$ cat config.mk
export PLATFORM = sky130hd
export DESIGN_NAME = mnnod_decoder
export DESIGN_NICKNAME = d
export VERILOG_FILES = /design/src/mnnod_pkg.sv /design/src/mnnod_decoder.sv /design/src/mnnod_operand.sv /design/src/mnnod_timer.sv
export SDC_FILE = /design/constraint.sdc
export NUM_CORES = 1
export LEC_CHECK = 0
export BUFFER_PORTS_ARGS = -buffer_cell sky130_fd_sc_hd__buf_4
export CORE_MARGIN = 10
export CORE_UTILIZATION = 30
export CTS_CLUSTER_DIAMETER = 200
export DETAILED_ROUTE_END_ITERATION = 10
export PLACE_DENSITY_LB_ADDON = 0.15
export SLEW_MARGIN = 40
export SYNTH_ARGS = -nofsm -noshare
export SYNTH_HDL_FRONTEND = slang
export SYNTH_SLANG_ARGS = --single-unit
$ cat constraint.sdc
create_clock -name clock -period 14.9 [get_ports clock]
set_input_delay 0.745 -clock clock [delete_from_list [all_inputs] [get_ports clock]]
set_output_delay 0.745 -clock clock [all_outputs]
set_load 0.01 [all_outputs]
$ cat src/mnnod_pkg.sv
package mnnod_pkg;

  ////////////////////////////////////////////////////////////////////////////
  // indirect-addressing prefix bytes
  localparam logic [7:0] PFX_DST  = 8'h09;
  localparam logic [7:0] PFX_SRC  = 8'h41;
  localparam logic [7:0] PFX_BOTH = 8'h49;

  // class field, high nibble of the first opcode byte
  localparam logic [3:0] CLS_UMUL_IMM  = 4'h1;
  localparam logic [3:0] CLS_UMUL_GEN  = 4'h2;
  localparam logic [3:0] CLS_UMUL_LONG = 4'h3;
  localparam logic [3:0] CLS_NEGATE    = 4'h5;
  localparam logic [3:0] CLS_INVERT    = 4'h6;
  localparam logic [3:0] CLS_NOP       = 4'h7;
  localparam logic [3:0] CLS_OR_IMM    = 4'h8;
  localparam logic [3:0] CLS_OR_SHORT  = 4'h9;
  localparam logic [3:0] CLS_OR_GEN    = 4'ha;

  ////////////////////////////////////////////////////////////////////////////
  // 5-bit operand mode field
  localparam logic [4:0] MODE_REG0   = 5'h12;
  localparam logic [3:0] MODE_AREG   = 4'h1;
  localparam logic [3:0] MODE_IND    = 4'h0;
  localparam logic [2:0] MODE_D8     = 3'h1;
  localparam logic [2:0] MODE_D16    = 3'h2;
  localparam logic [3:0] MODE_D24    = 4'h6;
  localparam logic [4:0] MODE_ABS16  = 5'h0f;
  localparam logic [4:0] MODE_ABS24  = 5'h0e;
  localparam logic [4:0] MODE_SB_D8  = 5'h06;
  localparam logic [4:0] MODE_FB_D8  = 5'h07;

  // 2-bit short-form destination field
  localparam logic [1:0] SHORT_REG   = 2'h0;
  localparam logic [1:0] SHORT_ABS16 = 2'h1;
  localparam logic [1:0] SHORT_SB    = 2'h2;

  // register identities
  localparam logic [3:0] REG_BYTE_L0 = 4'h0;
  localparam logic [3:0] REG_BYTE_L1 = 4'h1;
  localparam logic [3:0] REG_BYTE_H0 = 4'h2;
  localparam logic [3:0] REG_BYTE_H1 = 4'h3;
  localparam logic [3:0] REG_WORD0   = 4'h4;
  localparam logic [3:0] REG_PAIR20  = 4'h8;
  localparam logic [3:0] REG_PAIR31  = 4'h9;
  localparam logic [3:0] REG_AREG0   = 4'ha;
  localparam logic [3:0] REG_AREG1   = 4'hb;

  ////////////////////////////////////////////////////////////////////////////
  // byte counts
  localparam logic [1:0] NB_8       = 2'h1;
  localparam logic [1:0] NB_16      = 2'h2;
  localparam logic [1:0] NB_24      = 2'h3;
  localparam logic [1:0] OPB_ONE    = 2'h1;
  localparam logic [1:0] OPB_TWO    = 2'h2;
  localparam logic [1:0] OPB_LONG   = 2'h3;
  localparam logic [1:0] IMM_BYTE   = 2'h1;
  localparam logic [1:0] IMM_WORD   = 2'h2;
  localparam logic [3:0] LEN_PREFIX = 4'h1;

  // cycle counts
  localparam logic [3:0] CYC_UMUL_RR  = 4'h3;
  localparam logic [3:0] CYC_UMUL_RM  = 4'h5;
  localparam logic [3:0] CYC_UMUL_MM  = 4'h6;
  localparam logic [3:0] CYC_LONG_R   = 4'h8;
  localparam logic [3:0] CYC_LONG_M   = 4'h9;
  localparam logic [3:0] CYC_OR_RR    = 4'h1;
  localparam logic [3:0] CYC_OR_RM    = 4'h3;
  localparam logic [3:0] CYC_OR_MM    = 4'h4;
  localparam logic [3:0] CYC_UN_R     = 4'h1;
  localparam logic [3:0] CYC_UN_M     = 4'h3;
  localparam logic [3:0] CYC_NOP      = 4'h1;
  localparam logic [3:0] CYC_ILLEGAL  = 4'h1;
  localparam logic [3:0] CYC_IND_ONE  = 4'h3;
  localparam logic [3:0] CYC_IND_BOTH = 4'h6;

  ////////////////////////////////////////////////////////////////////////////
  typedef enum logic [2:0] {K_REG, K_AREG, K_IND, K_DSP, K_ABS} mnnod_kind_type;

  typedef enum logic [4:0] {
    S_OP   = 5'b00001,
    S_OP1  = 5'b00010,
    S_OP2  = 5'b00100,
    S_EXT  = 5'b01000,
    S_EXEC = 5'b10000
  } mnnod_state_type;

  typedef struct packed {
    mnnod_kind_type kind;
    logic [3:0]     reg_id;
    logic [1:0]     base;
    logic [1:0]     nbytes;
    logic           mem;
    logic           bad;
  } mnnod_opnd_type;

  typedef struct packed {
    logic [3:0]     cls;
    logic           size;
    logic [4:0]     src_code;
    logic [4:0]     dst_code;
    mnnod_opnd_type src;
    mnnod_opnd_type dst;
    logic           ind_src;
    logic           ind_dst;
    logic [3:0]     base_len;
    logic [3:0]     base_cyc;
    logic [3:0]     len;
    logic [3:0]     cyc;
    logic           illegal;
  } mnnod_info_type;

endpackage : mnnod_pkg

$ cat src/mnnod_decoder.sv
// Operation
// - prefix 09 marks destination indirect
// - prefix 41 marks source indirect
// - prefix 49 marks both operands indirect
// - shared five-bit register and indirect codes
// - one indirect: one byte, three cycles more
// - both indirect: one byte, six cycles more
// - word immediate adds two immediate bytes
// - long multiply refuses any indirect prefix
// - long multiply eight or nine cycles
// - general multiply three, five, six cycles
// - short OR two-bit destination, one/three cycles
// - immediate OR one or three cycles
// - general OR one, three, four cycles
module mnnod_decoder #(
  parameter int EXT_BYTES = 6
) (
  input  wire logic                     clock,
  input  wire logic                     rst,
  input  wire logic                     fetch_valid,
  input  wire logic               [7:0] fetch_byte,
  output logic                          fetch_ready,
  output logic                          dec_valid,
  output mnnod_pkg::mnnod_info_type     dec_info,
  output logic      [8*EXT_BYTES-1:0]   ext_bytes,
  output logic                          exec_busy
);
  import mnnod_pkg::*;

  ////////////////////////////////////////////////////////////////////////////
  function automatic logic [4:0] short_dest(input logic [1:0] f);
    case (f)
      SHORT_REG:   short_dest = MODE_REG0;
      SHORT_ABS16: short_dest = MODE_ABS16;
      SHORT_SB:    short_dest = MODE_SB_D8;
      default:     short_dest = MODE_FB_D8;
    endcase
  endfunction : short_dest

  function automatic logic [1:0] op_bytes(input logic [3:0] c);
    case (c)
      CLS_UMUL_IMM, CLS_UMUL_GEN, CLS_NEGATE,
      CLS_INVERT, CLS_OR_IMM, CLS_OR_GEN: op_bytes = OPB_TWO;
      CLS_UMUL_LONG:                      op_bytes = OPB_LONG;
      default:                            op_bytes = OPB_ONE;
    endcase
  endfunction : op_bytes

  function automatic logic [3:0] base_cycles(input logic [3:0] c, input logic sm, input logic dm);
    case (c)
      CLS_UMUL_IMM:  base_cycles = dm ? CYC_UMUL_RM : CYC_UMUL_RR;
      CLS_UMUL_GEN:  base_cycles = (sm && dm) ? CYC_UMUL_MM : (sm || dm) ? CYC_UMUL_RM : CYC_UMUL_RR;
      CLS_UMUL_LONG: base_cycles = sm ? CYC_LONG_M : CYC_LONG_R;
      CLS_OR_GEN:    base_cycles = (sm && dm) ? CYC_OR_MM : (sm || dm) ? CYC_OR_RM : CYC_OR_RR;
      CLS_OR_IMM:    base_cycles = dm ? CYC_OR_RM : CYC_OR_RR;
      CLS_OR_SHORT:  base_cycles = dm ? CYC_OR_RM : CYC_OR_RR;
      CLS_NEGATE,
      CLS_INVERT:    base_cycles = dm ? CYC_UN_M : CYC_UN_R;
      default:       base_cycles = CYC_NOP;
    endcase
  endfunction : base_cycles

  ////////////////////////////////////////////////////////////////////////////
  mnnod_state_type state_r;
  mnnod_state_type state_nxt;
  mnnod_info_type  pend_r;
  mnnod_info_type  info_now;
  mnnod_opnd_type  src_op;
  mnnod_opnd_type  dst_op;
  logic            pre_src_r;
  logic            pre_dst_r;
  logic      [7:0] byte0_r;
  logic      [7:0] byte1_r;
  logic      [2:0] ext_left_r;
  logic            timer_done;

  wire accept  = fetch_valid && fetch_ready;
  wire in_op   = state_r == S_OP;
  wire in_op1  = state_r == S_OP1;
  wire in_op2  = state_r == S_OP2;
  wire in_ext  = state_r == S_EXT;
  wire pre_any = pre_src_r || pre_dst_r;
  // a second prefix byte is taken as an opcode and decodes as illegal
  wire is_pfx  = in_op && !pre_any && (fetch_byte == PFX_DST || fetch_byte == PFX_SRC || fetch_byte == PFX_BOTH);

  ////////////////////////////////////////////////////////////////////////////
  // decode straight from the byte in flight so no cycle is lost
  wire [7:0] w0        = in_op ? fetch_byte : byte0_r;
  wire [7:0] w1        = in_op1 ? fetch_byte : byte1_r;
  wire [3:0] cls       = w0[7:4];
  wire       size      = w0[3];
  wire       long_form = cls == CLS_UMUL_LONG;
  wire       short_or  = cls == CLS_OR_SHORT;
  wire       two_op    = cls == CLS_UMUL_GEN || cls == CLS_OR_GEN;
  wire       imm_form  = cls == CLS_UMUL_IMM || cls == CLS_OR_IMM || short_or;
  wire       has_src   = two_op || long_form;
  wire       has_dst   = !long_form && cls != CLS_NOP;
  wire       known     = cls == CLS_UMUL_IMM || cls == CLS_UMUL_GEN || long_form || cls == CLS_NEGATE ||
                         cls == CLS_INVERT || cls == CLS_NOP || cls == CLS_OR_IMM || short_or || two_op;
  wire [4:0] src_code  = {w0[2:0], w1[7:6]};
  wire [4:0] dst_code  = short_or ? short_dest(w0[1:0]) : w1[5:1];

  mnnod_operand u_src (
    .code      (src_code),
    .size      (size),
    .long_form (long_form),
    .opnd      (src_op)
  );

  mnnod_operand u_dst (
    .code      (dst_code),
    .size      (size),
    .long_form (1'b0),
    .opnd      (dst_op)
  );

  wire       src_mem  = has_src && src_op.mem;
  wire       dst_mem  = has_dst && dst_op.mem;
  wire [1:0] src_nb   = has_src ? src_op.nbytes : 2'h0;
  wire [1:0] dst_nb   = has_dst ? dst_op.nbytes : 2'h0;
  wire [1:0] imm_nb   = !imm_form ? 2'h0 : size ? IMM_WORD : IMM_BYTE;
  wire [2:0] ext_all  = {1'b0, src_nb} + {1'b0, dst_nb} + {1'b0, imm_nb};
  wire [3:0] base_len = {2'b00, op_bytes(cls)} + {1'b0, ext_all};
  wire [3:0] base_cyc = base_cycles(cls, src_mem, dst_mem);
  wire [3:0] add_cyc  = (pre_src_r && pre_dst_r) ? CYC_IND_BOTH : pre_any ? CYC_IND_ONE : 4'h0;
  wire       bad_pfx  = (pre_dst_r && !has_dst) || (pre_src_r && !two_op);
  wire       bad_dst  = (cls == CLS_UMUL_IMM || cls == CLS_UMUL_GEN) && size && dst_mem;
  wire       illegal  = !known || bad_pfx || bad_dst || (has_src && src_op.bad) || (has_dst && dst_op.bad);
  wire [2:0] ext_now  = illegal ? 3'h0 : ext_all;

  always_comb begin
    info_now          = '0;
    info_now.cls      = cls;
    info_now.size     = size;
    info_now.src_code = src_code;
    info_now.dst_code = dst_code;
    info_now.src      = src_op;
    info_now.dst      = dst_op;
    info_now.ind_src  = pre_src_r;
    info_now.ind_dst  = pre_dst_r;
    info_now.base_len = base_len;
    info_now.base_cyc = base_cyc;
    info_now.len      = base_len + (pre_any ? LEN_PREFIX : 4'h0);
    info_now.cyc      = illegal ? CYC_ILLEGAL : base_cyc + add_cyc;
    info_now.illegal  = illegal;
  end

  ////////////////////////////////////////////////////////////////////////////
  wire op_done    = accept && ((in_op && !is_pfx && op_bytes(cls) == OPB_ONE) ||
                               (in_op1 && !long_form) || in_op2);
  wire finish_now = (op_done && ext_now == 3'h0) || (in_ext && accept && ext_left_r == 3'h1);

  always_comb begin
    state_nxt = state_r;
    case (state_r)
      S_OP: begin
        if (accept && !is_pfx) begin
          state_nxt = finish_now ? S_EXEC : op_done ? S_EXT : S_OP1;
        end
      end
      S_OP1: begin
        if (accept) begin
          state_nxt = long_form ? S_OP2 : finish_now ? S_EXEC : S_EXT;
        end
      end
      S_OP2: begin
        if (accept) begin
          state_nxt = finish_now ? S_EXEC : S_EXT;
        end
      end
      S_EXT: begin
        if (finish_now) begin
          state_nxt = S_EXEC;
        end
      end
      S_EXEC: begin
        if (timer_done) begin
          state_nxt = S_OP;
        end
      end
      default: state_nxt = S_OP;
    endcase
  end

  mnnod_timer #(.WIDTH(4)) u_timer (
    .clock (clock),
    .rst   (rst),
    .load  (finish_now),
    .count (op_done ? info_now.cyc : pend_r.cyc),
    .busy  (exec_busy),
    .done  (timer_done)
  );

  ////////////////////////////////////////////////////////////////////////////
  always_ff @(posedge clock or posedge rst) begin
    if (rst) begin
      state_r     <= S_OP;
      fetch_ready <= 1'b0;
    end else begin
      state_r     <= state_nxt;
      fetch_ready <= state_nxt != S_EXEC; // fetch stalls while executing
    end
  end

  always_ff @(posedge clock or posedge rst) begin
    if (rst) begin
      pre_src_r <= 1'b0;
      pre_dst_r <= 1'b0;
    end else if (accept && is_pfx) begin
      pre_src_r <= fetch_byte != PFX_DST;
      pre_dst_r <= fetch_byte != PFX_SRC;
    end else if (finish_now) begin
      pre_src_r <= 1'b0;
      pre_dst_r <= 1'b0;
    end
  end

  always_ff @(posedge clock or posedge rst) begin
    if (rst) begin
      byte0_r <= 8'h00;
      byte1_r <= 8'h00;
    end else begin
      byte0_r <= (accept && in_op && !is_pfx) ? fetch_byte : byte0_r;
      byte1_r <= (accept && in_op1) ? fetch_byte : byte1_r;
    end
  end

  always_ff @(posedge clock or posedge rst) begin
    if (rst) begin
      pend_r     <= '0;
      ext_left_r <= 3'h0;
      ext_bytes  <= '0;
    end else if (op_done) begin
      pend_r     <= info_now;
      ext_left_r <= ext_now;
      ext_bytes  <= '0;
    end else if (in_ext && accept) begin
      ext_left_r <= ext_left_r - 3'h1;
      ext_bytes  <= {ext_bytes[8*EXT_BYTES-9:0], fetch_byte};
    end
  end

  always_ff @(posedge clock or posedge rst) begin
    if (rst) begin
      dec_valid <= 1'b0;
      dec_info  <= '0;
    end else begin
      dec_valid <= finish_now;
      dec_info  <= finish_now ? (op_done ? info_now : pend_r) : dec_info;
    end
  end

  wire dv = dec_valid && !dec_info.illegal;
endmodule : mnnod_decoder

$ cat src/mnnod_operand.sv
module mnnod_operand (
  input  wire logic               [4:0] code,
  input  wire logic                     size,
  input  wire logic                     long_form,
  output mnnod_pkg::mnnod_opnd_type     opnd
);
  import mnnod_pkg::*;

  wire       is_reg  = code[4];
  wire       is_areg = code[4:1] == MODE_AREG;
  wire       is_ind  = code[4:1] == MODE_IND;
  wire       is_d8   = code[4:2] == MODE_D8;
  wire       is_d16  = code[4:2] == MODE_D16;
  wire       is_d24  = code[4:1] == MODE_D24;
  wire       is_a16  = code == MODE_ABS16;
  wire       is_a24  = code == MODE_ABS24;
  // 10 -> 0, 11 -> 1, 00 -> 2, 01 -> 3
  wire [1:0] widx    = {~code[1], code[0]};
  wire [3:0] byte_id = code[1] ? (code[0] ? REG_BYTE_L1 : REG_BYTE_L0)
                               : (code[0] ? REG_BYTE_H1 : REG_BYTE_H0);
  wire [3:0] reg_id  = is_areg   ? (code[0] ? REG_AREG1 : REG_AREG0)
                     : long_form ? (code[0] ? REG_PAIR31 : REG_PAIR20)
                     : size      ? (REG_WORD0 | {2'b00, widx})
                     : byte_id;

  assign opnd.kind   = is_reg ? K_REG : is_areg ? K_AREG : is_ind ? K_IND
                     : (is_a16 || is_a24) ? K_ABS : K_DSP;
  assign opnd.reg_id = reg_id;
  // dsp8/dsp16 carry the base in the low bits, others use an address register
  assign opnd.base   = (is_d8 || is_d16) ? code[1:0] : {1'b0, code[0]};
  assign opnd.nbytes = is_d8 ? NB_8 : (is_d16 || is_a16) ? NB_16
                     : (is_d24 || is_a24) ? NB_24 : 2'h0;
  assign opnd.mem    = !(is_reg || is_areg);
  // the long form has no 16-bit high-register pairs
  assign opnd.bad    = is_reg && ((code[3:2] != 2'b00) || (long_form && !code[1]));

endmodule : mnnod_operand

$ cat src/mnnod_timer.sv
module mnnod_timer #(
  parameter int WIDTH = 4
) (
  input  wire logic             clock,
  input  wire logic             rst,
  input  wire logic             load,
  input  wire logic [WIDTH-1:0] count,
  output logic                  busy,
  output logic                  done
);

  logic [WIDTH-1:0] cnt_r;

  // busy stays high for exactly count cycles after the load edge
  always_ff @(posedge clock or posedge rst) begin
    if (rst) begin
      cnt_r <= '0;
      busy  <= 1'b0;
    end else if (load) begin
      cnt_r <= count;
      busy  <= 1'b1;
    end else begin
      cnt_r <= (cnt_r != '0) ? cnt_r - 1'b1 : cnt_r;
      busy  <= cnt_r > 1;
    end
  end

  assign done = busy && (cnt_r == 1);

endmodule : mnnod_timer
; ---- Word-level counts from Yosys, hierarchy flattened
; Index checks and enable logic that the tools add are counted.
[word_totals]
register_bits = 201
mem_count = 0
in_bits = 11
latchBits = 0
out_inout_bits = 111
mem_bits_ro = 0
ram_bits = 0
elab_cells = 265
[classes]
multipliers = 0
shift = 0
n_mux = 74
n_div = 0
reduce_logical = 86
bitwise_logic = 2
add_sub_neg = 7
magnitude_cmp = 1
n_eq_ne = 38
[ops]
columns = op, n
row1 = two-way mux 48 bit, 2
row2 = two-way mux 60 bit, 1
row3 = two-way mux 3 bit, 16
row4 = two-way mux 4 bit, 12
row5 = two-way mux 5 bit, 9
row6 = logical OR 1 bit, 35
row7 = logical AND 1 bit, 30
row8 = two-way mux 2 bit, 15
row9 = "== test 5 x 4 -> 1 bit, second input constant", 5
row10 = case mux 5 bit (5 select lines), 1
row11 = "== test 4 x 3 -> 1 bit, second input constant", 5
row12 = case mux 4 bit (5 select lines), 1
row13 = "== test 4 x 1 -> 1 bit, second input constant", 4
row14 = "== test 8 x 7 -> 1 bit, second input constant", 2
row15 = two-way mux 8 bit, 2
row16 = case mux 5 bit (3 select lines), 1
row17 = two-way mux 1 bit, 13
row18 = "== test 4 bit, second input constant", 3
row19 = nonzero test 2 bit, 5
row20 = "== test 3 x 1 -> 1 bit, second input constant", 3
row21 = logical NOT 1 bit, 9
row22 = "== test 4 x 2 -> 1 bit, second input constant", 2
row23 = "== test 8 x 4 -> 1 bit, second input constant", 1
row24 = logical NOT 4 bit, 2
row25 = 26 further kinds, 29

; ---- Longest topological paths before layout
[logic_depth]
depth_word = 25
depth_mapped = 22
depth_no_buf = 19

; ---- By module
; Synthesis repeated with hierarchy kept, for this count alone.
[unflattened]
hier_cells = 897
hier_area_um2 = 9426.5
[modules_own_cells]
columns = mod, n_inst, area_per_inst_um2, seq_area_each_um2, cells_each
row1 = mnnod_decoder, 1, 8797.2, 4880.9, 822
row2 = mnnod_operand, 2, 168.9, 0.0, 23
row3 = mnnod_timer, 1, 291.5, 125.1, 29

; ---- Worst setup path before layout
; OpenSTA, ideal clock, no wires.
[synth_path]
kind = in2reg
startpoint = in fetch_byte[7]
endpoint = reg dec_info[8] (netlist name)
setup_slack_ns = 9.923
t_arrival_ns = 4.849
t_required_ns = 14.773
cell_stages = 16
setup_time_ns = 0.127
n_path_buf = 2
cell_sequence = clkbuf_2 > or4bb_1 > or3_4 > and2_1 > buf_2 > and2_1 > or4_1 > a21oi_1 > fa_1 > ha_1 > fa_1 > xor2_1 > nand3_1 > xor2_1 > o21ai_0 > mux2_1
[synth_via]
elab_chain_cells = 19
elab_cells_between_ends = 97
cone_classes = 4 x add/sub / 23 x eq/ne / 15 x mux / 55 x reduce/logical
[synth_lines]
columns = element, line
row1 = start: declaration, mnnod_decoder.sv:21  ; input wire logic [7:0] fetch_byte,
row2 = "parallel branches: the longest is 19 deep, another holds adder 2 x 3 -> 4 bit", --
row3 = end signal: assignment, mnnod_decoder.sv:249  ; dec_info <= finish_now ? (op_done ? info_now : pend_r) : dec_info;
row4 = end: declaration, mnnod_decoder.sv:24  ; output mnnod_pkg::mnnod_info_type dec_info,
; Several ways; the timed one is not identified.
; A chain may end at the register's enable or synchronous reset.

; ---- Worst setup path in the final report
[layout_path]
startpoint = reg state_r[0]
endpoint = reg dec_info[37] (netlist name)
[layout_via]
elab_chain_cells = 20
elab_cells_between_ends = 107
cone_classes = 2 x add/sub / 28 x eq/ne / 18 x mux / 59 x reduce/logical
[layout_lines]
columns = element, line
row1 = start: declaration, mnnod_decoder.sv:64  ; mnnod_state_type state_r;
row2 = start signal: assignment, mnnod_decoder.sv:200  ; state_r <= state_nxt;
row3 = "parallel branches: the longest is 20 deep, another holds adder 2 x 2 -> 3 bit", --
; Several ways; the timed one is not identified.

==> impl_metrics.csv <==
group,metric,value,unit
logic_synthesis,synth_top_area_share,52.4,%
die,core,31400,um2
die,floorplan.initialDensity,30.3,%
detailed_routing,dr_total_vias,7048,
logic_synthesis,ys_async_sr_fraction,100,%
power,leak_pwr,0.00525,uW
run,max_cap_violations,0,
setup_path,cpMaxStageDelayCell,"dfstp_2",
detailed_routing,dr_vias_cell,4.90,
clocking,post-cts-setup-buffer-count,0,
logic_synthesis,synth.distinct_cells,71,
detailed_routing,detail-route-antenna-nets,0,
sta,setup_repair_after_global_routing_missed_its_margin,"no",
detailed_routing,initialDrtViolationCount,453,
die,floorplan.die.height,198,um
clocking,clk_pin_slew_worst_paths,80,ps
place,routabilityCongestion,0.905,
setup_path,critical_path.cell_chain,"nor2b_1 -> nand2_2 -> o31ai_1 -> o21bai_1 -> o22a_1 -> a21oi_1 -> fa_1 -> ha_1 -> xor2_1 -> nor3_1 -> nor2_1 -> a21oi_4 -> buf_6 -> mux2_2",
logic_synthesis,nets_in_the_synthesized_netlist,966,
clocking,cts_num_sinks,200,
setup_path,worstPathBufferInverterCount,1,
logic_synthesis,dominantRegCellSynth,"dfrtp_1",
grt,grt_use_met2,21.2,%
die,io-pin-count,122,
clocking,ctsRootBufferMaster,"clkbuf_16",
die,die_x,198,um
place,place_area,10800,um2
logic_synthesis,synth_common_cells,"dfrtp_1, nand2_1, o21ai_0, nor2_1",
cells_and_area,post_route_cells_drive_above_1_share,20.2,%
grt,grt_max_degree,121,
grt,tot_gr_track_use,14.0,%
detailed_routing,drt_total_wl,27200,um
die,area_of_the_die,39200,um2
setup_path,worstSetupStartpoint,"state_r[0]",
setup_path,cpLargestDelayFamily,"compound AO/OA/AOI/OAI gates",
clocking,post_cts_resized,0,
setup_path,ff2ff_path_depth,14,
sta,finalHoldWorstSlack,366,ps
logic_synthesis,syn_area,9510,um2
grt,grt_first_pass_wirelength,43200,um
grt,grt_busiest_layer,"met2",
grt,vias_in_the_first_global_route,7150,
grt,globalRoute.totalOverflow,0,
logic_synthesis,netlist_top_cells_area,"dfrtp_1, nand2_1, mux2_1, o21ai_0, mux2_2",
clocking,cts-root-to-sink-buffers,2,
sta,worst_slew_pin_slew,812,ps
clocking,cts-hold-fix-buffers,0,
grt,initial_antenna_violation_count,0,
status,run_status,"complete, no violations",
place,dp.final_hpwl,19100,um
cells_and_area,nNetsFinal,1055,
setup_path,timing.critical_path.depth,14,
logic_synthesis,syn_area_per_cell,10.2,um2
logic_synthesis,synth_sequential_area_ratio,52.6,%
grt,global_route.usage.met3,3.06,%
logic_synthesis,yosys_register_bits,200,
logic_synthesis,synth-edff-count,0,
setup_path,worst-path-max-fanout,60,
place,dp_cells,1405,
setup_path,worstPathRequired,15230,ps
power,power-per-cell-area,213,nW/um2
setup_path,timing.critical_path.to_type,"flop",
cells_and_area,postLayoutCellArea,11400,um2
setup_path,start_kind,"flop",
cells_and_area,layoutNonFillerInstCount,1438,
logic_synthesis,post_synth_inst_count,934,
die,standard_cell_row_count,65,
logic_synthesis,yosysMostFrequentCell,"dfrtp_1",
sta,count_of_final_max_slew_check_failures,0,
clocking,cts-buffers-inserted,17,
setup_path,cp.arrival,5800,ps
clocking,cts-htree-levels,4,
setup_path,crit_path_max_incr_delay,590,ps
setup_path,crit-reg2reg-launch,"state_r[0]",
clocking,tritoncts,"built",
detailed_routing,iteration_count_of_the_initial_detailed_routing_pass,6,
sta,headroom_to_the_max_slew_limit,45.8,%
logic_synthesis,synth_warnings,0,
cells_and_area,area_growth_syn_to_layout,20.2,%
grt,gr-usage-met1,19.8,%
sta,layout_worst_path_cycle_share,36.7,%
min_path,hold_path_class,"in -> async",
place,portBuffers,121,
sta,timing.clock.skew,21.1,ps
setup_path,path_class,"reg -> reg",
detailed_routing,route.detailed.wl_per_inst,18.9,um
power,irDropWorstVdd,0.103,mV
sta,hold_violations,0,
sta,finalWorstPathRequiredPeriod,5470,ps
cells_and_area,num_antenna_cells,0,
detailed_routing,drt_drc_violations_left,0,
sta,report.final.setup_viol,0,
logic_synthesis,synth_top_cell_by_area,"dfrtp_1",
sta,fmaxAchievable,0.183,GHz
sta,tns,0,ps
clocking,clk_latency,450,ps
-- area by class of cell --
type                       count  area (um2)
inverter                      32         133
clock inverter                14         174
tap                          402         503
sequential                   200        5010
clock buffer                  18         439
multi-input combinational    642        4170
timing repair buffer         130        1010
fill                        3217       20000
-- layout by cell type, fill, tap and decap left out, types with 7 or more instances in the layout --
master / instances
ha_1: 17
nor2b_1: 9
xor2_1: 7
a21oi_1: 50
xnor2_1: 7
o31ai_1: 9
nand2_1: 174
and2_1: 8
nor2_1: 54
nand2b_1: 7
clkbuf_16: 17
nand3_1: 13
buf_4: 126
mux2_1: 50
o21ai_0: 76
mux2i_1: 21
inv_1: 31
mux2_2: 25
dfrtp_1: 199
nor3_1: 11
-- stage by stage --
step                power (uW)  util [%]  setup slack (ps)
global route              2640      36.4              9010
global placement          1970      34.2              9030
floorplan                 1600         -              8700
CTS                       2470      36.3              9190
detailed placement        1980      34.3              9090
finish                    2440      36.4              9430
-- per-layer routing --
| metal | wire length (um) | up-vias |
|---|---|---|
| li1 | - | 3401 |
| met1 | 13500 | 3461 |
| met2 | 12100 | 164 |
| met3 | 1180 | 22 |
| met4 | 410 | 0 |
| met5 | 0 | - |
-- worst reg2reg max path, cell delays in order, from the launching register on --
cell and delay [ps]:
dfstp_2 590, nor2b_1 530, nand2_2 470, o31ai_1 540, o21bai_1 280, o22a_1 210
a21oi_1 130, fa_1 430, ha_1 200, xor2_1 190, nor3_1 270, nor2_1 130
a21oi_4 400, buf_6 510, mux2_2 480
-- report_power, final --
part           switching [uW]  internal (uW)
Clock                     237            246
Sequential                116            720
Combinational             681            438
Total                    1030           1410
-- cells by family after synthesis --
family                     share of synthesized area [%]
and+or+nand+nor                                     14.8
DFF                                                 52.6
AOI/OAI and AO/OA                                   12.8
muxes                                               11.1
buffers and inverters                               4.34
adders and majority gates                           3.08
xor gates and xnor gates                            1.29
-- state kept, by name (all words and copies together) (netlist names) --
name / count
dec_valid: 1
fetch_ready: 1
u_timer.cnt_r: 4
pend_r: 60
state_r: 5
dec_info: 60
pre_dst_r: 1
ext_bytes: 48
ext_left_r: 3
u_timer.busy: 1
byte0_r: 8
byte1_r: 7
pre_src_r: 1
-- final timing paths --
check	to	slack [ps]
worst max register to register	dec_info[37]	9430
min in group clock	pend_r[16]	470
max in group asynchronous	pend_r[53]	13410
worst max-delay path	dec_info[37]	9430
worst min-delay path	ext_bytes[0]	370
worst min register to register	pend_r[16]	470
No activity file was read; power rests on OpenSTA's default activity.
